## config.mk

```make
export PLATFORM = sky130hd
export DESIGN_NAME = ifc_flash_ctrl
export DESIGN_NICKNAME = d
export VERILOG_FILES = /design/src/rtl/ifc_pkg.sv /design/src/rtl/ifc_wbuf.sv /design/src/rtl/ifc_flash_ctrl.sv
export SDC_FILE = /design/constraint.sdc
export NUM_CORES = 1
export LEC_CHECK = 0
export ABC_AREA = 0
export CELL_PAD_IN_SITES_DETAIL_PLACEMENT = 1
export CELL_PAD_IN_SITES_GLOBAL_PLACEMENT = 2
export CORE_AREA = 2 2 208 364
export CTS_CLUSTER_DIAMETER = 200
export CTS_CLUSTER_SIZE = 8
export DETAILED_ROUTE_END_ITERATION = 10
export DIE_AREA = 0 0 210 366
export DONT_BUFFER_PORTS = 1
export PLACE_DENSITY = 0.77
export SYNTH_ARGS = -nofsm -noshare
export SYNTH_HDL_FRONTEND = slang
export SYNTH_SLANG_ARGS = --single-unit
```

## constraint.sdc

```tcl
create_clock -name CLK -period 2.9 [get_ports CLK]
set_input_delay 0.145 -clock CLK [delete_from_list [all_inputs] [get_ports CLK]]
set_output_delay 0.145 -clock CLK [all_outputs]
set_load 0.005 [all_outputs]
```

## src/rtl/ifc_pkg.sv

```systemverilog
// Shared constants and types of the flash programming control block.
// Assumes a 32-bit AXI4-Lite register bus with byte offsets below.
package ifc_pkg;

    // ------------------------------------------------------------------
    // Register byte offsets
    // ------------------------------------------------------------------
    localparam logic [7:0] OFS_ADDR_LO  = 8'h00;
    localparam logic [7:0] OFS_ADDR_HI  = 8'h04;
    localparam logic [7:0] OFS_D0_LO    = 8'h08;
    localparam logic [7:0] OFS_D0_HI    = 8'h0c;
    localparam logic [7:0] OFS_D1_LO    = 8'h10;
    localparam logic [7:0] OFS_D1_HI    = 8'h14;
    localparam logic [7:0] OFS_D2_LO    = 8'h18;
    localparam logic [7:0] OFS_D2_HI    = 8'h1c;
    localparam logic [7:0] OFS_D3_LO    = 8'h20;
    localparam logic [7:0] OFS_D3_HI    = 8'h24;
    localparam logic [7:0] OFS_OP_CTRL  = 8'h28;
    localparam logic [7:0] OFS_CHIP_KEY = 8'h2c;
    localparam logic [7:0] OFS_BUF_CLR  = 8'h30;

    // ------------------------------------------------------------------
    // Field positions, codes and values
    // ------------------------------------------------------------------
    localparam int EWEN_BIT  = 7;
    localparam int MODE_LSB  = 4;
    localparam int TRIG_BIT  = 3;
    localparam int WINIT_BIT = 2;
    localparam int RDEN_BIT  = 1;
    localparam int RINIT_BIT = 0;
    localparam int CLR_BIT   = 0;
    localparam logic [2:0] MODE_WRITE  = 3'h0;
    localparam logic [2:0] MODE_ERASE  = 3'h1;
    localparam logic [2:0] MODE_READ   = 3'h3;
    localparam logic [2:0] MODE_UNLOCK = 3'h6;
    localparam logic [7:0] KEY1_LO = 8'h00;
    localparam logic [7:0] KEY2_LO = 8'h0d;
    localparam logic [7:0] KEY3_LO = 8'hc3;
    localparam logic [7:0] KEY1_HI = 8'h04;
    localparam logic [7:0] KEY2_HI = 8'h09;
    localparam logic [7:0] KEY3_HI = 8'h40;
    localparam logic [7:0] CHIP_RST_KEY = 8'h55;
    localparam logic [4:0] PAGE_LAST    = 5'h1f;
    localparam logic [7:0] REG_RESET    = 8'h00;
    localparam logic [1:0] RESP_OKAY    = 2'h0;
    localparam logic [1:0] RESP_SLVERR  = 2'h2;
    localparam int TMR_W = 24;
    localparam logic [TMR_W-1:0] UNLOCK_CYC_DEF = 24'h3e8;

    // ------------------------------------------------------------------
    // Types
    // ------------------------------------------------------------------
    typedef enum logic [2:0] {
        PH_IDLE, PH_ERASE, PH_FETCH, PH_PROG, PH_READ, PH_CLEAR
    } ifc_phase_t;

    typedef enum logic [1:0] {FC_NONE, FC_ERASE, FC_PROG, FC_READ} ifc_fcmd_t;

    // Request to the flash array, held until acknowledged
    typedef struct packed {
        logic        valid;
        ifc_fcmd_t   cmd;
        logic [12:0] addr;
        logic [15:0] data;
    } ifc_flash_req_t;

    typedef struct packed {
        logic             aw_rdy;
        logic             b_vld;
        logic [1:0]       b_resp;
        logic             ar_rdy;
        logic             r_vld;
        logic [1:0]       r_resp;
        logic [7:0]       r_data;
        logic [12:0]      addr;
        logic [3:0][7:0]  lo;
        logic [3:0][7:0]  hi;
        logic             ew_en;
        logic [2:0]       mode;
        logic             trig;
        logic             winit;
        logic             rden;
        logic             rinit;
        logic [7:0]       chip_key;
        logic             clr;
        logic [TMR_W-1:0] timer;
        ifc_phase_t       phase;
        logic [4:0]       idx;
        ifc_flash_req_t   freq;
        logic             stall;
        logic             chip_rst;
    } ifc_state_t;

endpackage

```

## src/rtl/ifc_wbuf.sv

```systemverilog
// Page write buffer: one write port, one registered read port.
// Assumes both ports are driven from the same clock domain.
`timescale 1ns/1ps
module ifc_wbuf #(
    parameter int DEPTH = 32,
    parameter int W     = 16,
    parameter int AW    = 5
) (
    input  wire logic          CLK,
    input  wire logic          RSTN,
    input  wire logic          we,
    input  wire logic [AW-1:0] wa,
    input  wire logic [W-1:0]  wd,
    input  wire logic [AW-1:0] ra,
    output logic      [W-1:0]  rd
);
    import ifc_pkg::*;

    typedef struct packed {
        logic [DEPTH-1:0][W-1:0] mem;
        logic [W-1:0]            rd;
    } ifc_wbuf_st_t;

    ifc_wbuf_st_t st_reg;
    ifc_wbuf_st_t st_next;

    // ------------------------------------------------------------------
    // Storage and read register
    // ------------------------------------------------------------------
    // Read sees the old word on a same-address write
    always_comb begin
        st_next = st_reg;
        st_next.rd = st_reg.mem[ra];
        if (we) begin
            st_next.mem[wa] = wd;
        end
    end

    always_ff @(posedge CLK or negedge RSTN) begin
        if (!RSTN) begin
            st_reg <= '0;
        end else begin
            st_reg <= st_next;
        end
    end

    assign rd = st_reg.rd;

endmodule

```

## src/rtl/ifc_flash_ctrl.sv

```systemverilog
// Flash programming control: AXI4-Lite registers, unlock, erase,
// buffered page write, single-word read and chip reset key.
// Assumes a flash array that acknowledges each held request once.
//
// How it works
// - Data0 high write pushes high:low word into buffer while no operation runs, then bumps address
// - Enable status bit is set only by hardware; writing one is ignored
// - Writing zero to enable status disables erase and write
// - Mode 000 write, 001 erase, 011 read, 110 unlock; rest reserved
// - Unlock trigger starts timer; hardware clears trigger at timeout
// - Write initiate runs selected erase or write, clears on completion
// - Reads only start while read enable is high
// - Read initiate starts a read, cleared when read completes
// - CPU is stalled while a started erase, write or read runs; buffer clear does not stall
// - Writing 55h to the chip key register resets the chip
// - Buffer clear bit clears buffer, hardware drops it when done
// - Upper seven bits of buffer clear register read zero
// - Data0 low write only updates its holding register
// - Address stops incrementing at last word of the page
// - Unlock needs keys 00/0D/C3 low and 04/09/40 high
// - Buffer is cleared automatically after a page write
`timescale 1ns/1ps
module ifc_flash_ctrl #(
    parameter logic [ifc_pkg::TMR_W-1:0] UNLOCK_CYC = ifc_pkg::UNLOCK_CYC_DEF
) (
    input  wire logic                    CLK,
    input  wire logic                    RSTN,
    input  wire logic [7:0]              S_AXI_AWADDR,
    input  wire logic                    S_AXI_AWVALID,
    output logic                         S_AXI_AWREADY,
    input  wire logic [31:0]             S_AXI_WDATA,
    input  wire logic [3:0]              S_AXI_WSTRB,
    input  wire logic                    S_AXI_WVALID,
    output logic                         S_AXI_WREADY,
    output logic [1:0]                   S_AXI_BRESP,
    output logic                         S_AXI_BVALID,
    input  wire logic                    S_AXI_BREADY,
    input  wire logic [7:0]              S_AXI_ARADDR,
    input  wire logic                    S_AXI_ARVALID,
    output logic                         S_AXI_ARREADY,
    output logic [31:0]                  S_AXI_RDATA,
    output logic [1:0]                   S_AXI_RRESP,
    output logic                         S_AXI_RVALID,
    input  wire logic                    S_AXI_RREADY,
    output ifc_pkg::ifc_flash_req_t      FL_REQ,
    input  wire logic                    FL_ACK,
    input  wire logic [15:0]             FL_RDATA,
    output logic                         CPU_STALL,
    output logic                         CHIP_RST
);
    import ifc_pkg::*;

    ifc_state_t  st_reg;
    ifc_state_t  st_next;
    logic        m_we;
    logic [4:0]  m_wa;
    logic [15:0] m_wd;
    logic [15:0] m_rd;
    logic [7:0]  wd;
    logic [7:0]  rd_byte;
    logic        w_hit;
    logic        r_hit;
    logic        keys_ok;

    // ------------------------------------------------------------------
    // Write buffer
    // ------------------------------------------------------------------
    ifc_wbuf #(
        .DEPTH (32),
        .W     (16),
        .AW    (5)
    ) u_wbuf (
        .CLK  (CLK),
        .RSTN (RSTN),
        .we   (m_we),
        .wa   (m_wa),
        .wd   (m_wd),
        .ra   (st_reg.idx),
        .rd   (m_rd)
    );

    // ------------------------------------------------------------------
    // Address decode and read-back
    // ------------------------------------------------------------------
    // Map is contiguous words from zero, so a range check suffices
    assign w_hit = (S_AXI_AWADDR <= OFS_BUF_CLR) && (S_AXI_AWADDR[1:0] == 2'h0);
    assign r_hit = (S_AXI_ARADDR <= OFS_BUF_CLR) && (S_AXI_ARADDR[1:0] == 2'h0);
    assign wd    = S_AXI_WDATA[7:0];

    // Key match is only used while the unlock timer runs
    assign keys_ok = (st_reg.lo[1] == KEY1_LO) && (st_reg.hi[1] == KEY1_HI) &&
                     (st_reg.lo[2] == KEY2_LO) && (st_reg.hi[2] == KEY2_HI) &&
                     (st_reg.lo[3] == KEY3_LO) && (st_reg.hi[3] == KEY3_HI);

    always_comb begin
        case (S_AXI_ARADDR)
            OFS_ADDR_LO:  rd_byte = st_reg.addr[7:0];
            OFS_ADDR_HI:  rd_byte = {3'h0, st_reg.addr[12:8]};
            OFS_D0_LO:    rd_byte = st_reg.lo[0];
            OFS_D0_HI:    rd_byte = st_reg.hi[0];
            OFS_D1_LO:    rd_byte = st_reg.lo[1];
            OFS_D1_HI:    rd_byte = st_reg.hi[1];
            OFS_D2_LO:    rd_byte = st_reg.lo[2];
            OFS_D2_HI:    rd_byte = st_reg.hi[2];
            OFS_D3_LO:    rd_byte = st_reg.lo[3];
            OFS_D3_HI:    rd_byte = st_reg.hi[3];
            OFS_OP_CTRL:  rd_byte = {st_reg.ew_en, st_reg.mode, st_reg.trig,
                                     st_reg.winit, st_reg.rden, st_reg.rinit};
            OFS_CHIP_KEY: rd_byte = st_reg.chip_key;
            OFS_BUF_CLR:  rd_byte = {7'h0, st_reg.clr};
            default:      rd_byte = REG_RESET;
        endcase
    end

    // ------------------------------------------------------------------
    // Next state
    // ------------------------------------------------------------------
    always_comb begin
        st_next = st_reg;
        st_next.chip_rst = 1'b0;
        m_we = 1'b0;
        m_wa = st_reg.addr[4:0];
        m_wd = {st_reg.hi[0], st_reg.lo[0]};

        // Bus write: address and data are taken together in one cycle
        if (st_reg.aw_rdy) begin
            st_next.aw_rdy = 1'b0;
            st_next.b_vld  = 1'b1;
            st_next.b_resp = w_hit ? RESP_OKAY : RESP_SLVERR;
            if (w_hit && S_AXI_WSTRB[0]) begin
                case (S_AXI_AWADDR)
                    OFS_ADDR_LO: st_next.addr[7:0] = wd;
                    OFS_ADDR_HI: st_next.addr[12:8] = wd[4:0];
                    OFS_D0_LO:   st_next.lo[0] = wd;
                    OFS_D0_HI: begin
                        st_next.hi[0] = wd;
                        // Buffer is frozen while an operation walks it
                        if (st_reg.phase == PH_IDLE) begin
                            m_we = 1'b1;
                            m_wd = {wd, st_reg.lo[0]};
                        end
                        if (st_reg.addr[4:0] != PAGE_LAST) begin
                            st_next.addr = st_reg.addr + 13'h1;
                        end
                    end
                    OFS_D1_LO:   st_next.lo[1] = wd;
                    OFS_D1_HI:   st_next.hi[1] = wd;
                    OFS_D2_LO:   st_next.lo[2] = wd;
                    OFS_D2_HI:   st_next.hi[2] = wd;
                    OFS_D3_LO:   st_next.lo[3] = wd;
                    OFS_D3_HI:   st_next.hi[3] = wd;
                    OFS_OP_CTRL: begin
                        st_next.mode = wd[MODE_LSB +: 3];
                        st_next.rden = wd[RDEN_BIT];
                        // Only a clear reaches the enable status
                        if (!wd[EWEN_BIT]) begin
                            st_next.ew_en = 1'b0;
                        end
                        if (wd[TRIG_BIT] && !st_reg.trig) begin
                            st_next.trig  = 1'b1;
                            st_next.timer = UNLOCK_CYC;
                        end
                        // Forbidden triple set starts nothing
                        if (st_reg.phase == PH_IDLE && !(wd[WINIT_BIT] &&
                            wd[RDEN_BIT] && wd[RINIT_BIT])) begin
                            if (wd[WINIT_BIT] && st_reg.ew_en &&
                                wd[MODE_LSB +: 3] == MODE_ERASE) begin
                                st_next.winit = 1'b1;
                                st_next.stall = 1'b1;
                                st_next.phase = PH_ERASE;
                                st_next.freq.valid = 1'b1;
                                st_next.freq.cmd   = FC_ERASE;
                                st_next.freq.addr  = {st_reg.addr[12:5], 5'h00};
                                st_next.freq.data  = 16'h0000;
                            end else if (wd[WINIT_BIT] && st_reg.ew_en &&
                                wd[MODE_LSB +: 3] == MODE_WRITE) begin
                                st_next.winit = 1'b1;
                                st_next.stall = 1'b1;
                                st_next.phase = PH_FETCH;
                                st_next.idx   = 5'h00;
                            end else if (wd[RINIT_BIT] && wd[RDEN_BIT] &&
                                wd[MODE_LSB +: 3] == MODE_READ) begin
                                st_next.rinit = 1'b1;
                                st_next.stall = 1'b1;
                                st_next.phase = PH_READ;
                                st_next.freq.valid = 1'b1;
                                st_next.freq.cmd   = FC_READ;
                                st_next.freq.addr  = st_reg.addr;
                                st_next.freq.data  = 16'h0000;
                            end
                            // Reserved codes or no enable
                            // start nothing
                        end
                    end
                    OFS_CHIP_KEY: begin
                        st_next.chip_key = wd;
                        if (wd == CHIP_RST_KEY) begin
                            st_next.chip_rst = 1'b1;
                        end
                    end
                    OFS_BUF_CLR: begin
                        if (wd[CLR_BIT] && st_reg.phase == PH_IDLE) begin
                            st_next.clr   = 1'b1;
                            st_next.phase = PH_CLEAR;
                            st_next.idx   = 5'h00;
                        end
                    end
                    default: st_next.b_resp = RESP_SLVERR;
                endcase
            end
        end else if (S_AXI_AWVALID && S_AXI_WVALID && !st_reg.b_vld) begin
            st_next.aw_rdy = 1'b1;
        end
        if (st_reg.b_vld && S_AXI_BREADY) begin
            st_next.b_vld = 1'b0;
        end

        // Bus read: one-cycle ready pulse, data registered with it
        if (st_reg.ar_rdy) begin
            st_next.ar_rdy = 1'b0;
            st_next.r_vld  = 1'b1;
            st_next.r_resp = r_hit ? RESP_OKAY : RESP_SLVERR;
            st_next.r_data = r_hit ? rd_byte : REG_RESET;
        end else if (S_AXI_ARVALID && !st_reg.r_vld) begin
            st_next.ar_rdy = 1'b1;
        end
        if (st_reg.r_vld && S_AXI_RREADY) begin
            st_next.r_vld = 1'b0;
        end

        // Unlock window: keys are compared every cycle it stays open
        if (st_reg.trig) begin
            if (st_reg.mode == MODE_UNLOCK && keys_ok) begin
                st_next.ew_en = 1'b1;
            end
            if (st_reg.timer <= 24'h1) begin
                st_next.trig  = 1'b0;
                st_next.timer = 24'h0;
            end else begin
                st_next.timer = st_reg.timer - 24'h1;
            end
        end

        // Operation sequencer
        case (st_reg.phase)
            PH_IDLE: begin
            end
            PH_ERASE: begin
                if (FL_ACK) begin
                    st_next.freq.valid = 1'b0;
                    st_next.winit = 1'b0;
                    st_next.stall = 1'b0;
                    st_next.phase = PH_IDLE;
                end
            end
            PH_READ: begin
                if (FL_ACK) begin
                    st_next.freq.valid = 1'b0;
                    st_next.lo[0] = FL_RDATA[7:0];
                    st_next.hi[0] = FL_RDATA[15:8];
                    st_next.rinit = 1'b0;
                    st_next.stall = 1'b0;
                    st_next.phase = PH_IDLE;
                end
            end
            PH_FETCH: begin
                // Buffer word for idx lands in its read register now
                st_next.phase = PH_PROG;
            end
            PH_PROG: begin
                if (!st_reg.freq.valid) begin
                    st_next.freq.valid = 1'b1;
                    st_next.freq.cmd   = FC_PROG;
                    st_next.freq.addr  = {st_reg.addr[12:5], st_reg.idx};
                    st_next.freq.data  = m_rd;
                end else if (FL_ACK) begin
                    st_next.freq.valid = 1'b0;
                    if (st_reg.idx == PAGE_LAST) begin
                        st_next.phase = PH_CLEAR;
                        st_next.idx   = 5'h00;
                    end else begin
                        st_next.idx   = st_reg.idx + 5'h01;
                        st_next.phase = PH_FETCH;
                    end
                end
            end
            PH_CLEAR: begin
                // One word per cycle; write initiate and clear bits drop after the last
                m_we = 1'b1;
                m_wa = st_reg.idx;
                m_wd = 16'h0000;
                if (st_reg.idx == PAGE_LAST) begin
                    st_next.clr   = 1'b0;
                    st_next.winit = 1'b0;
                    st_next.stall = 1'b0;
                    st_next.phase = PH_IDLE;
                end else begin
                    st_next.idx = st_reg.idx + 5'h01;
                end
            end
            default: begin
                st_next.phase = PH_IDLE;
            end
        endcase
    end

    // ------------------------------------------------------------------
    // State register
    // ------------------------------------------------------------------
    always_ff @(posedge CLK or negedge RSTN) begin
        if (!RSTN) begin
            st_reg <= '0;
        end else begin
            st_reg <= st_next;
        end
    end

    // ------------------------------------------------------------------
    // Outputs, all straight from the state register
    // ------------------------------------------------------------------
    assign S_AXI_AWREADY = st_reg.aw_rdy;
    assign S_AXI_WREADY  = st_reg.aw_rdy;
    assign S_AXI_BVALID  = st_reg.b_vld;
    assign S_AXI_BRESP   = st_reg.b_resp;
    assign S_AXI_ARREADY = st_reg.ar_rdy;
    assign S_AXI_RVALID  = st_reg.r_vld;
    assign S_AXI_RRESP   = st_reg.r_resp;
    assign S_AXI_RDATA   = {24'h000000, st_reg.r_data};
    assign FL_REQ        = st_reg.freq;
    assign CPU_STALL     = st_reg.stall;
    assign CHIP_RST      = st_reg.chip_rst;

endmodule

```

# == After elaboration in Yosys (flattened, before gate mapping) ==
# Cells that the tools add are included.
# totals
regBits,704
in_bits,76
output_inout_bits,75
wordCells,277
# classes
add_sub_neg,3
order_cmp,6
eq_ne,41
muxes,103
n_reduce_logical,57
# ops
op,n
512-bit bitwise mux,1
123-bit 2-to-1 mux,2
8-bit 2-to-1 mux,15
16-bit 2-to-1 mux,7
8-bit one-hot mux with 13 select lines,1
33-bit 2-to-1 mux,3
24-bit 2-to-1 mux,4
16-bit binary-select mux with 5-bit select,1
16-bit demux with 5-bit select,1
"8-bit by 6-bit equality test with 1-bit output, second input constant",10
"8-bit by 5-bit equality test with 1-bit output, second input constant",8
31-bit 2-to-1 mux,2
"8-bit by 4-bit equality test with 1-bit output, second input constant",6
41-bit 2-to-1 mux,1
1-bit 2-to-1 mux,39
32-bit 2-to-1 mux,1
8-bit one-hot mux with 2 select lines,2
1-bit logical AND,25
"8-bit by 3-bit equality test with 1-bit output, second input constant",3
"24-bit by 1-bit <= comparator with 1-bit output, second input constant",1
8-bit zero test,3
3-bit AND reduction,8
"24-bit by 1-bit subtractor with 24-bit output, second input constant",1
5-bit 2-to-1 mux,4
28 further kinds,61

# == Logic depth before layout (Yosys ltp) ==
# Gate-level depths: netlist (run 1).
# logic_depth
depth_word,12
mapped_depth,10
depth_no_buf,8

# == By module ==
# From an unflattened synthesis (run 1), not the netlist that was laid out.
# hier_totals
hier_cells,2816
hier_area_um2,34543.1
# by_module_without_submodules
mod,n_inst,cells_per_inst,area_per_inst_um2,seq_area_each_um2
ifc_wbuf,1,1762,24581.1,13212.7
ifc_flash_ctrl,1,1054,9962.1,4354.2

# == Worst setup path after synthesis (run 1) ==
# Ideal clock, no wire load.
# synth_path
path_type,reg2reg
startpoint,reg st_reg[37] in the netlist's numbering
endpoint,reg st_reg[34] in the netlist's numbering
setup_ns,0.064
t_arrival_ns,2.639
required_time_ns,2.836
setup_slack_ns,0.197
stages_incl_launch_ff,11
n_path_buf,4
period_less_slack_ns,2.703
cell_sequence,dfrtp_1 clkbuf_1 buf_1 buf_1 and3_1 ha_1 clkbuf_1 nor2_1 o21ai_0 o211a_1 mux2_2
# synth_rtl
item,line_no,rtl
start: declaration,ifc_flash_ctrl.sv:53,ifc_state_t st_reg;
start signal: assignment,ifc_flash_ctrl.sv:314,st_reg <= st_next;

# == Worst setup path after layout (run 1) ==
# layout_path
startpoint,reg st_reg[39] in the netlist's numbering
endpoint,reg u_wbuf.st_reg[176] in the netlist's numbering
# layout_between
elab_chain_len,7
word_cells_on_any_way,15
cone_classes,order compare (2); eq/ne (1); mux (10); reduce/logical (2)
# layout_lines
item,line_no,rtl
3-bit equality test,ifc_flash_ctrl.sv:245,case (st_reg.phase)
5-bit 2-to-1 mux,ifc_flash_ctrl.sv:245,
5-bit by 6-bit < comparator with 1-bit output (not written as such) / 5-bit by 1-bit >= comparator with 1-bit output (equally long branches),ifc_wbuf.sv:35,st_next.mem[wa] = wd;
1-bit logical AND (not written as such),ifc_wbuf.sv:35,
16-bit 2-to-1 mux (not written as such),ifc_wbuf.sv:35,
16-bit demux with 5-bit select,-,
512-bit bitwise mux,ifc_wbuf.sv:35,
end signal: assignment,ifc_wbuf.sv:43,st_reg <= st_next;
end: declaration,ifc_wbuf.sv:24,ifc_wbuf_st_t st_reg;
# Several ways; a longest one is shown, not always the timed one.
# A chain may end at the register's enable or synchronous reset.

==> flow_summary.rst, run 1 <==
.. list-table::
   :header-rows: 1

   * - Metric
     - Value
   * - Biggest fanout along the worst timing path
     - 16
   * - MaxCap Viol Count
     - 0
   * - Post-synthesis async set-or-reset flop share
     - 1.00
   * - Beginning of the worst register-to-register path
     - st_reg[39]$_DFF_PN0_
   * - Path type of the worst setup path
     - reg -> reg
   * - Switching power total
     - 4.67 mW
   * - Arrival @ worst endpoint
     - 3.37 ns
   * - Area occupied by multi-input gates
     - 14900 sq um
   * - Transition at the pin with the smallest max-transition slack
     - 1.33 ns
   * - Wire length of the first global-routing pass
     - 162000 um
   * - Bufs on Longest Clock Path
     - 3
   * - Number of distinct library cells after synthesis
     - 87
   * - WHS Path Cells
     - 3
   * - DR vias
     - 22400
   * - Total iterations of the first detailed-routing run
     - 5
   * - Worst setup slack for register-to-register paths
     - 0.07 ns
   * - Drt wl/cell
     - 30.2 um
   * - Growth of design area from synthesis to finish
     - 13.9%
   * - Io pins
     - 151
   * - Maximum number of pins on one net before global-route repair
     - 703
   * - EDFF count, synth
     - 0
   * - Initial antenna violation count
     - 3
   * - Wirelength, routed
     - 107000 um
   * - Final Hold Vio Count
     - 0
   * - HP Start
     - S_AXI_AWADDR[4]
   * - Maximum vdd ir drop
     - 455 uV
   * - Final nets
     - 2680
   * - Headroom to the max-slew limit
     - 0.113
   * - Highest clock rate
     - 0.354 GHz
   * - Combinational power share
     - 0.028
   * - Kind of end point of the critical path
     - flop
   * - Total instance count after detailed placement
     - 3354
   * - Die X
     - 210 um
   * - Mean area per synthesized cell
     - 13.3 sq um
   * - Remaining DRCs
     - 0
   * - Placed Area
     - 34900 sq um
   * - Number of flip-flops under the largest register name
     - 512
   * - Leading register cell type out of synthesis
     - dfrtp_1
   * - TritonCTS clock tree
     - done
   * - Effective utilization at floorplan
     - 0.457
   * - Post-detail-place hpwl
     - 69900 um
   * - Port Buffer Count
     - 0
   * - Share of the cycle needed by the critical path after routing
     - 0.975
   * - Hold Crit Endpoint
     - st_reg[152]$_DFFE_PN0P_
   * - Filler cells
     - 7220
   * - Cells after Synth
     - 2527
   * - Total congestion overflow after global routing
     - 0
   * - Number of cell instances on the worst register-to-register path
     - 5
   * - Detail Route Antenna Nets
     - 0
   * - RSZ-0062 raised after global routing
     - false
   * - Post-Synthesis Cell Area
     - 33700 sq um
   * - Type of origin of the critical path
     - flop
   * - Total of endpoints with negative setup slack in the final report
     - 0
   * - 1st-iter DRT viols
     - 1259
   * - Number of buffers added by the clock tree synthesis step
     - 97
   * - Internal Pwr Total
     - 16.0 mW
   * - Placer's final routability congestion estimate
     - 0.920
   * - Period minus WS final
     - 2.83 ns
   * - Final non-filler cell total
     - 3546
   * - Die footprint
     - 76900 sq um
   * - Via count of the first global-routing pass
     - 25600
   * - Flip-flop and latch count after synthesis
     - 702
   * - Vertical die dimension
     - 366 um
   * - Total GRT Usage
     - 0.283
   * - Status
     - complete, no violations
   * - Final standard cell area without fillers
     - 38400 sq um
   * - Number of sinks driven by the clock tree
     - 702
   * - Clock latency reported for the late side of the worst-skew pair
     - 0.69 ns
   * - Fraction of final layout cells sized beyond drive strength 1
     - 0.343
   * - Htree depth
     - 3
   * - CTS root buffer
     - clkbuf_16
   * - Reg-to-reg critical path endpoint
     - u_wbuf.st_reg[176]$_DFFE_PN0P_
   * - Synth warn
     - 0
   * - Mean number of vias per cell
     - 6.31
   * - Register share of total power
     - 0.479
   * - Critical path required time
     - 3.45 ns
   * - Final Slew Violations
     - 0
   * - Max Clock Skew
     - 0.0236 ns
   * - P_leak
     - 17.5 nW
   * - CORE AREA
     - 73800 sq um
   * - CTS clk-pin slew, worst paths
     - 0.05 ns
   * - Post-synthesis sequential area ratio
     - 0.521
   * - Number of cell rows
     - 132
   * - Relative contribution of the clock network to total power
     - 0.493
   * - Type of the most critical hold path
     - in -> reg
   * - Power density over the cells
     - 538 nW/um^2
   * - Net Sw Frac
     - 0.226
   * - Sequential cell area in the final layout
     - 17600 sq um
## area by class of cell
class | count | share of cell area
sequential | 702 | 0.458
timing repair buffer | 210 | 0.0549
clock inverter | 6 | 0.00309
tap | 938 | 0.0306
antenna | 2 | 0.000130
multi-input combinational | 1565 | 0.387
inverter | 22 | 0.00215
clock buffer | 101 | 0.0644
## power groups by stage
stage                     Combinational (mW)  Sequential [mW]  Clock [mW]
after detailed placement               0.229             10.0           0
final                                  0.575             9.89        10.2
after CTS                              0.356             9.88        10.4
after global routing                   0.631             9.88        10.8
after floorplan                        0.226             10.0           0
after global placement                 0.221             10.0           0
## synth_stat cells (12+ instances only)
library cell    n  area [sq um]
clkbuf_1      116           435
a22oi_1        18           135
a31oi_1        18           113
o21ai_0       112           561
o21ai_2        14           123
mux2_4         12           180
and2_1         22           138
buf_2          48           240
nor2_1         57           214
mux4_2        128          2880
a21oi_1        49           245
mux2_2        441          4970
mux2i_1        97           971
dfrtp_1       702         17600
a22o_1         54           473
nand2_1       123           462
o2bb2ai_1      91           797
inv_1          21          78.8
nand2b_1       15          93.8
a221oi_1       19           166
nor3_1         15          75.1
nor4_1         22           138
nand3_1        35           175
buf_4          84           631
and3_1         12          75.1
## per-stage QoR
stage / worst slack, ns / setup TNS, ns / hold slack (ns) / utilization / power (mW)
final: 0.0718 / 0 / 0.0446 / 0.520 / 20.7
after global routing: 0.00102 / 0 / 0.0214 / 0.520 / 21.3
after CTS: 0.0596 / 0 / -0.869 / 0.518 / 20.7
after detailed placement: -0.0198 / -0.0618 / -0.123 / 0.472 / 10.3
after global placement: -0.0308 / -0.295 / -0.130 / 0.472 / 10.3
after floorplan: 0.197 / 0 / -0.151 / - / 10.3
## cell usage in the layout, fill, tap and decap left out, types with 13 or more instances in the layout
master         instances
mux4_2               128
dfrtp_1              699
o2bb2ai_1             91
mux2i_1               97
and2_1                22
nand2b_1              15
conb_1                26
nand3_1               35
a221oi_1              19
dlygate4sd3_1         77
inv_1                 21
nor3_1                13
nor4_1                21
clkbuf_16             98
a22oi_1               18
nand2_1              123
buf_12                19
a31oi_1               18
o21ai_2               16
nor2_1                56
a21oi_1               46
a22o_1                54
buf_4                109
o21ai_0              108
mux2_2               441
## worst max path at each step
stage                    startpoint  slack [ns]                        endpoint
3_5_place_dp   st_reg[39]$_DFF_PN0_       -0.02  u_wbuf.st_reg[141]$_DFFE_PN0P_
4_1_cts        st_reg[39]$_DFF_PN0_        0.06  u_wbuf.st_reg[119]$_DFFE_PN0P_
5_1_grt        st_reg[39]$_DFF_PN0_       0.001  u_wbuf.st_reg[359]$_DFFE_PN0P_
3_3_place_gp   st_reg[39]$_DFF_PN0_       -0.03  u_wbuf.st_reg[130]$_DFFE_PN0P_
2_1_floorplan  st_reg[37]$_DFF_PN0_        0.20            st_reg[34]$_DFF_PN0_
6_report       st_reg[39]$_DFF_PN0_        0.07  u_wbuf.st_reg[176]$_DFFE_PN0P_
## kinds of logic (layout without fill, tap and decap cells)
kind of cell               Yosys count  count (layout)  share of synthesized area
AOI/OAI and AO/OA                  451             451                     0.0967
xor gates and xnor gates             2               2                   0.000519
DFF                                702             702                      0.521
other                                1              28                   0.000111
and+or+nand+nor                    389             389                     0.0634
buffers and inverters              285             339                     0.0437
muxes                              691             691                      0.272
adders and majority gates            6               6                    0.00223
## timing repair
action                                  in CTS  in global routing
hold buffers                                77                  3
endpoints found under the hold margin      970                479
gates resized for setup                      1                  3
endpoints found under the setup margin      12                 16
buffers inserted                             0                  0
## per-layer routing
layer,GRT usage,share of wire,up-vias
li1,-,-,9469
met5,0,0,-
met3,0.0464,0.040,310
met4,0.185,0.072,0
met1,0.298,0.35,11900
met2,0.517,0.54,709
## worst max-delay path, cell delays in order (launching register included)
cell and delay, ns:
dfrtp_1 0.52, and3b_1 0.53, nor4_4 0.11, buf_12 0.17, o21ai_2 0.90, mux2_2 0.43
(Power assumes the default switching activity.)
==> inputs of run 2 (changes only) <==
--- a/config.mk
+++ b/config.mk
@@ -9,12 +9,12 @@
 export CELL_PAD_IN_SITES_DETAIL_PLACEMENT = 1
 export CELL_PAD_IN_SITES_GLOBAL_PLACEMENT = 2
 export CORE_AREA = 2 2 208 364
-export CTS_CLUSTER_DIAMETER = 200
+export CTS_CLUSTER_DIAMETER = 100
 export CTS_CLUSTER_SIZE = 8
 export DETAILED_ROUTE_END_ITERATION = 10
 export DIE_AREA = 0 0 210 366
 export DONT_BUFFER_PORTS = 1
-export PLACE_DENSITY = 0.77
+export PLACE_DENSITY_LB_ADDON = 0.1
 export SYNTH_ARGS = -nofsm -noshare
 export SYNTH_HDL_FRONTEND = slang
 export SYNTH_SLANG_ARGS = --single-unit
==> run 2 against run 1 <==
The run now ends with negative hold slack, max-slew violations left. Critical path type is now in -> reg. Sequential cell count stayed put. Highest routed layer unchanged. Core utilization decreased by 0.36 points. Power is 0.72% lower. Maximum frequency up 0.16%.
==> flow_summary.rst, run 2 (synthesis results as in run 1) <==
.. list-table::
   :header-rows: 1

   * - Metric
     - Value
   * - Port Buffer Count
     - 0 (unchanged)
   * - Sequential cell area in the final layout
     - 17600 sq um (unchanged)
   * - Number of buffers added by the clock tree synthesis step
     - 97 (unchanged)
   * - Worst hold slack
     - -0.824 ns (-0.868 ns)
   * - RSZ-0062 raised after global routing
     - false
   * - Placed Area
     - 34800 sq um (-0.21%)
   * - Total iterations of the first detailed-routing run
     - 4 (-1)
   * - Maximum vdd ir drop
     - 479 uV (+5.3%)
   * - Final Slew Violations
     - 546 (+546)
   * - Final Hold Vio Count
     - 702 (+702)
   * - Total GRT Usage
     - 0.284 (+0.00132)
   * - Highest clock rate
     - 0.354 GHz (+0.16%)
   * - Cell chain of the critical path
     - dlygate4sd3_1 -> nor4_4 -> dlygate4sd3_1 -> nand2_4 -> nor3_4 -> buf_12 -> o21ai_2 -> mux2_2
   * - Post-Route Setup TNS
     - 0 ns (unchanged)
   * - Remaining DRCs
     - 0 (unchanged)
   * - Filler cells
     - 7166 (-0.75%)
   * - Bufs on Longest Clock Path
     - 3 (unchanged)
   * - Relative contribution of the clock network to total power
     - 0.500 (+0.007)
   * - Via count of the first global-routing pass
     - 24900 (-2.9%)
   * - Max Clock Skew
     - 0.0232 ns (-0.000454 ns)
   * - Number of cell instances on the worst register-to-register path
     - 6 (+1)
   * - CORE AREA
     - 73800 sq um (unchanged)
   * - Total of endpoints with negative setup slack in the final report
     - 0 (unchanged)
   * - Die X
     - 210 um (unchanged)
   * - Period minus WS final
     - 2.82 ns (-0.00446 ns)
   * - Final non-filler cell total
     - 3531 (-0.42%)
   * - Net Sw Frac
     - 0.218 (-0.00850)
   * - Maximum number of pins on one net before global-route repair
     - 703 (unchanged)
   * - Number of cell rows
     - 132 (unchanged)
   * - Area occupied by multi-input gates
     - 14900 sq um (unchanged)
   * - Type of the most critical hold path
     - in -> async
   * - Arrival @ worst endpoint
     - 3.36 ns (about the same)
   * - Status
     - finished with violations
   * - Fraction of final layout cells sized beyond drive strength 1
     - 0.343 (+0.000705)
   * - Io pins
     - 151 (unchanged)
   * - Placer's final routability congestion estimate
     - 0.894 (-2.8%)
   * - Mean number of vias per cell
     - 6.20 (-1.7%)
   * - Leading cell types in the layout, fill and taps excluded
     - dfrtp_1, mux2_2, mux4_2
   * - Kind of end point of the critical path
     - flop
   * - Violated checks
     - negative hold slack, max-slew violations
   * - Wire length of the first global-routing pass
     - 162000 um (about the same)
   * - Hold buffer count at CTS
     - 70 (-9.1%)
   * - Post-detail-place hpwl
     - 70600 um (+0.97%)
   * - Clock latency reported for the late side of the worst-skew pair
     - 0.67 ns (-0.02 ns)
   * - Total congestion overflow after global routing
     - 0 (unchanged)
   * - Die footprint
     - 76900 sq um (unchanged)
   * - 1st-iter DRT viols
     - 1408 (+12%)
   * - Drt wl/cell
     - 30.3 um (+0.56%)
   * - Worst path most repeated cell
     - dlygate4sd3_1
   * - Final standard cell area without fillers
     - 38100 sq um (-0.69%)
   * - Transition at the pin with the smallest max-transition slack
     - 2.66 ns (+1.33 ns)
   * - Critical path required time
     - 3.43 ns (-0.02 ns)
   * - P_leak
     - 17.3 nW (-0.77%)
   * - Cell with the biggest individual delay on the critical path
     - o21ai_2
   * - Total instance count after detailed placement
     - 3351 (-0.089%)
   * - Growth of design area from synthesis to finish
     - 13.1%
   * - Kind of cell with the highest combined delay on the critical path
     - buffers and inverters
   * - DR vias
     - 21900 (-2.1%)
   * - Internal Pwr Total
     - 16.0 mW (+0.37%)
   * - Register share of total power
     - 0.482 (+0.003)
   * - Buf/Inv on CP
     - 3 (+2)
   * - MaxCap Viol Count
     - 0 (unchanged)
   * - Final nets
     - 2664 (-0.60%)
   * - Initial antenna violation count
     - 3 (unchanged)
   * - Total power of the final layout
     - 20.5 mW (-0.72%)
   * - Headroom to the max-slew limit
     - -0.773 (-0.886)
   * - Effective utilization at floorplan
     - 0.457 (unchanged)
   * - Switching power total
     - 4.47 mW (-4.5%)
   * - Number of flip-flops under the largest register name
     - 512 (unchanged)
   * - Biggest fanout along the worst timing path
     - 18 (+2)
   * - Htree depth
     - 3 (unchanged)
   * - CTS root buffer
     - clkbuf_16
   * - Beginning of the worst register-to-register path
     - st_reg[34]$_DFF_PN0_
   * - CTS clk-pin slew, worst paths
     - 0.05 ns (about the same)
   * - Type of origin of the critical path
     - input pin
   * - Slowest cell delay on critical path
     - 0.91 ns (about the same)
   * - Reg-to-reg critical path endpoint
     - u_wbuf.rd[9]$_DFF_PN0_
   * - Power density over the cells
     - 538 nW/um^2 (about the same)
   * - Number of sinks driven by the clock tree
     - 702 (unchanged)
   * - Most common library cell in the layout ignoring fill and taps
     - dfrtp_1
   * - Combinational power share
     - 0.018 (-0.010)
   * - Wirelength, routed
     - 107000 um (+0.14%)
   * - Vertical die dimension
     - 366 um (unchanged)
   * - Worst setup slack for register-to-register paths
     - 0.16 ns (+0.09 ns)
   * - Path type of the worst setup path
     - in -> reg
   * - Detail Route Antenna Nets
     - 0 (unchanged)
   * - TritonCTS clock tree
     - done
   * - Share of the cycle needed by the critical path after routing
     - 0.974 (-0.00154)
-- run 2: changes by cell type in the layout (fill, tap and decap cells not counted), moves of 2 or more --
cell            previous run  this run
buf_16                     5         0
buf_12                    19        17
dlymetal6s4s_1             0         2
clkbuf_16                 98       100
inv_6                      0         2
clkinv_8                   3         0
diode_2                    2         4
dlygate4sd3_1             77        65
-- run 2: through the flow --
stage,setup WS (ns),hold WS [ns],util
6_report,0.0763,-0.824,0.517
3_5_place_dp,-0.0165,-0.133,0.471
3_3_place_gp,0.0454,-0.134,0.471
4_1_cts,0.000443,-0.856,0.516
5_1_grt,0.0293,-0.838,0.517
2_1_floorplan,0.197,-0.151,-
-- run 2: layout make-up --
cell class                      count  share of cell area
Tap cell                          938              0.0308
Multi-Input combinational cell   1565               0.390
Sequential cell                   702               0.461
Antenna cell                        4            0.000262
Clock buffer                      102              0.0661
Inverter                           22             0.00217
Clock inverter                      4             0.00177
Timing Repair Buffer              194              0.0483
-- run 2: worst register-to-register path, delay by kind of cell, from the launching register on --
family	cells	cell delay, ns
flops	1	0.79
compound gates	1	0.17
buf+inv	3	0.80
mux	2	0.79
-- run 2: worst max-delay path by stage --
stage	to	slack, ns	depth (start not counted)	from
floorplan	st_reg[34]$_DFF_PN0_	0.20	10	st_reg[37]$_DFF_PN0_
global placement	u_wbuf.st_reg[526]$_DFFE_PN0P_	0.05	8	st_reg[40]$_DFF_PN0_
detailed placement	u_wbuf.st_reg[393]$_DFFE_PN0P_	-0.02	8	st_reg[40]$_DFF_PN0_
CTS	FL_REQ[21]$_DFF_PN0_	0.0004	5	S_AXI_WDATA[6]
global route	u_wbuf.rd[9]$_DFF_PN0_	0.03	6	st_reg[34]$_DFF_PN0_
finish	u_wbuf.st_reg[481]$_DFFE_PN0P_	0.08	8	S_AXI_AWADDR[6]
-- run 2: routing by layer --
layer	share of wire	wire length (um)	global-route usage	vias to the layer above
li1	-	-	-	9464
met1	0.37	39200	0.308	11600
met2	0.54	57900	0.523	516
met3	0.032	3400	0.0417	278
met4	0.062	6610	0.164	0
met5	0	0	0	-
-- run 2: repair_timing --
action	in CTS	in global routing
hold endpoints to repair	962	702
pin swaps	0	1
endpoints found under the setup margin	19	80
resized for setup	1	6
buffers inserted	0	0
-- run 2: power by group through the flow --
stage | Sequential, mW | Clock (mW) | Combinational (mW)
3_5_place_dp | 10.0 | 0 | 0.228
2_1_floorplan | 10.0 | 0 | 0.226
3_3_place_gp | 10.0 | 0 | 0.224
5_1_grt | 9.88 | 10.8 | 0.394
4_1_cts | 9.88 | 10.5 | 0.364
6_report | 9.89 | 10.2 | 0.370
==> inputs of run 3 (changes only) <==
--- a/config.mk
+++ b/config.mk
@@ -15,6 +15,7 @@
 export DIE_AREA = 0 0 210 366
 export DONT_BUFFER_PORTS = 1
 export PLACE_DENSITY_LB_ADDON = 0.1
+export REMOVE_ABC_BUFFERS = 1
 export SYNTH_ARGS = -nofsm -noshare
 export SYNTH_HDL_FRONTEND = slang
 export SYNTH_SLANG_ARGS = --single-unit
==> run 3 against run 2 <==
The flow still finishes with violations (negative hold slack, max-slew violations). Sequential cell count did not move. Critical endpoint is now u_wbuf.st_reg[358]$_DFFE_PN0P_. Via count is 0.50% lower. Global-route usage decreased by 0.83 points. Critical path depth down 1.
==> flow_summary.rst, run 3 (synthesis results as in run 1) <==
.. list-table::
   :header-rows: 1

   * - Metric
     - Value
   * - Status
     - finished with violations
   * - Violated checks
     - negative hold slack, max-slew violations
   * - Area occupied by multi-input gates
     - 14800 sq um (-0.17%)
   * - Placed Area
     - 34700 sq um (-0.15%)
   * - Number of cell rows
     - 132 (unchanged)
   * - Io pins
     - 151 (unchanged)
   * - Placer's final routability congestion estimate
     - 0.896 (+0.19%)
   * - Final standard cell area without fillers
     - 38000 sq um (-0.29%)
   * - Port Buffer Count
     - 0 (unchanged)
   * - Utilization after layout
     - 0.515 (-0.00149)
   * - Wire length of the first global-routing pass
     - 158000 um (-2.5%)
   * - Total instance count after detailed placement
     - 3344 (-0.21%)
   * - Bufs on Longest Clock Path
     - 3 (unchanged)
   * - Post-detail-place hpwl
     - 68300 um (-3.2%)
   * - Filler cells
     - 7125 (-0.57%)
   * - Sequential cell area in the final layout
     - 17600 sq um (unchanged)
   * - Leading cell types in the layout, fill and taps excluded
     - dfrtp_1, mux2_2, mux4_2
   * - Wirelength, routed
     - 104000 um (-3.4%)
   * - Arrival @ worst endpoint
     - 3.33 ns (-0.03 ns)
   * - Clock latency reported for the late side of the worst-skew pair
     - 0.67 ns (about the same)
   * - Reg-to-reg critical path endpoint
     - u_wbuf.st_reg[358]$_DFFE_PN0P_
   * - Drt wl/cell
     - 29.4 um (-3.1%)
   * - Growth of design area from synthesis to finish
     - 12.8%
   * - Number of buffers added by the clock tree synthesis step
     - 97 (unchanged)
   * - Headroom to the max-slew limit
     - -0.389 (+0.384)
   * - Total iterations of the first detailed-routing run
     - 5 (+1)
   * - CTS clk-pin slew, worst paths
     - 0.05 ns (about the same)
   * - Final nets
     - 2660 (-0.15%)
   * - Share of the cycle needed by the critical path after routing
     - 0.967 (-0.00640)
   * - Initial antenna violation count
     - 0 (-3)
   * - Number of cell instances on the worst register-to-register path
     - 7 (+1)
   * - Final Hold Vio Count
     - 702 (unchanged)
   * - Antenna Diode Count
     - 0 (-4)
   * - Die X
     - 210 um (unchanged)
   * - Worst setup slack for register-to-register paths
     - 0.09 ns (-0.07 ns)
   * - Remaining DRCs
     - 0 (unchanged)
   * - Htree depth
     - 3 (unchanged)
   * - Most common library cell in the layout ignoring fill and taps
     - dfrtp_1
   * - Highest clock rate
     - 0.356 GHz (+0.66%)
   * - Maximum vdd ir drop
     - 412 uV (-14%)
   * - Transition at the pin with the smallest max-transition slack
     - 2.08 ns (-0.576 ns)
   * - Vertical die dimension
     - 366 um (unchanged)
   * - Hold buffer count at CTS
     - 73 (+4.3%)
   * - Final Slew Violations
     - 298 (-45%)
   * - Biggest fanout along the worst timing path
     - 16 (-2)
   * - Power density over the cells
     - 537 nW/um^2 (-0.18%)
   * - Mean number of vias per cell
     - 6.19 (-0.25%)
   * - Worst setup path endpoint
     - u_wbuf.st_reg[358]$_DFFE_PN0P_
   * - Die footprint
     - 76900 sq um (unchanged)
   * - CORE AREA
     - 73800 sq um (unchanged)
   * - Type of origin of the critical path
     - flop
   * - Total of endpoints with negative setup slack in the final report
     - 0 (unchanged)
   * - RSZ-0062 raised after global routing
     - false
   * - Total GRT Usage
     - 0.276 (-0.00829)
   * - Final non-filler cell total
     - 3522 (-0.25%)
   * - DR vias
     - 21800 (-0.50%)
   * - Type of the most critical hold path
     - in -> async
   * - 1st-iter DRT viols
     - 1221 (-13%)
   * - Setup ws final
     - 0.0948 ns (+0.0185 ns)
   * - Crit path launch
     - st_reg[40]$_DFF_PN0_
   * - Total power of the final layout
     - 20.4 mW (-0.47%)
   * - Place WS
     - 0.0949 ns (+0.111 ns)
   * - Period minus WS final
     - 2.81 ns (-0.0185 ns)
   * - MaxCap Viol Count
     - 0 (unchanged)
   * - Worst hold slack
     - -0.814 ns (+0.00982 ns)
   * - Number of sinks driven by the clock tree
     - 702 (unchanged)
   * - P_leak
     - 17.3 nW (-0.33%)
   * - Max Clock Skew
     - 0.0264 ns (+0.00327 ns)
   * - Number of flip-flops under the largest register name
     - 512 (unchanged)
   * - TritonCTS clock tree
     - done
   * - Detail Route Antenna Nets
     - 0 (unchanged)
   * - Kind of end point of the critical path
     - flop
   * - Total congestion overflow after global routing
     - 0 (unchanged)
   * - CTS root buffer
     - clkbuf_16
   * - Critical path required time
     - 3.43 ns (about the same)
   * - Maximum number of pins on one net before global-route repair
     - 703 (unchanged)
   * - Path type of the worst setup path
     - reg -> reg
   * - Beginning of the worst register-to-register path
     - st_reg[40]$_DFF_PN0_
   * - Via count of the first global-routing pass
     - 24900 (+0.31%)
   * - Fraction of final layout cells sized beyond drive strength 1
     - 0.339 (-0.00398)
   * - Effective utilization at floorplan
     - 0.457 (unchanged)
[run 3: cell count changes in the layout (fill, tap and decap cells not counted), moves of 2 or more]
cell            previous run  this run
dlygate4sd3_1             65        71
clkbuf_16                100        98
diode_2                    4         0
inv_6                      2         0
dlymetal6s4s_1             2         0
buf_4                    110       103
inv_16                     1         3
[run 3: metal layers]
metal | vias up | GRT usage | share of wire
li1 | 9447 | - | -
met1 | 11500 | 0.295 | 0.35
met2 | 535 | 0.503 | 0.54
met3 | 271 | 0.0435 | 0.039
met4 | 0 | 0.176 | 0.068
met5 | - | 0 | 0
[run 3: worst min path at each step]
stage	end	slack (ns)	depth (start not counted)
floorplan	CHIP_RST$_DFF_PN0_	-0.15	0
global placement	FL_REQ[23]$_DFF_PN0_	-0.14	0
detailed placement	FL_REQ[23]$_DFF_PN0_	-0.13	0
CTS	FL_REQ[23]$_DFF_PN0_	-0.86	0
global route	FL_REQ[23]$_DFF_PN0_	-0.84	0
finish	FL_REQ[23]$_DFF_PN0_	-0.81	0
[run 3: repair_timing]
action | in CTS | in global routing
setup endpoints to repair | 0 | 5
gates resized for setup | 0 | 1
endpoints found under the hold margin | 970 | 702
setup buffers | 0 | 0
[run 3: area by class of cell]
type | instances | share of cell area
clock buffers | 101 | 0.0650
multi-input cells | 1565 | 0.390
repair buffers | 190 | 0.0474
inverters | 22 | 0.00217
well taps | 938 | 0.0309
flip-flops and latches | 702 | 0.462
clock inverters | 4 | 0.00201
[run 3: critical path, stage by stage, from the launching register on]
cell and delay, ns:
dfrtp_1 0.38, nand3b_1 0.35, buf_4 0.30, mux2i_1 0.13, buf_4 0.19, nor2_2 0.39
o21ai_2 0.45, mux2_1 0.45
[run 3: report_power, final]
group          internal [mW]  switching (mW)  total (mW)
registers               9.85          0.0392        9.88
clock network           5.95            4.20        10.2
logic                  0.139           0.228       0.366
[run 3: through the flow]
step	hold slack (ns)	TNS, ns
detailed placement	-0.135	0
floorplan	-0.151	-2080.50
CTS	-0.860	0
global placement	-0.136	0
global route	-0.837	0
finish	-0.814	0
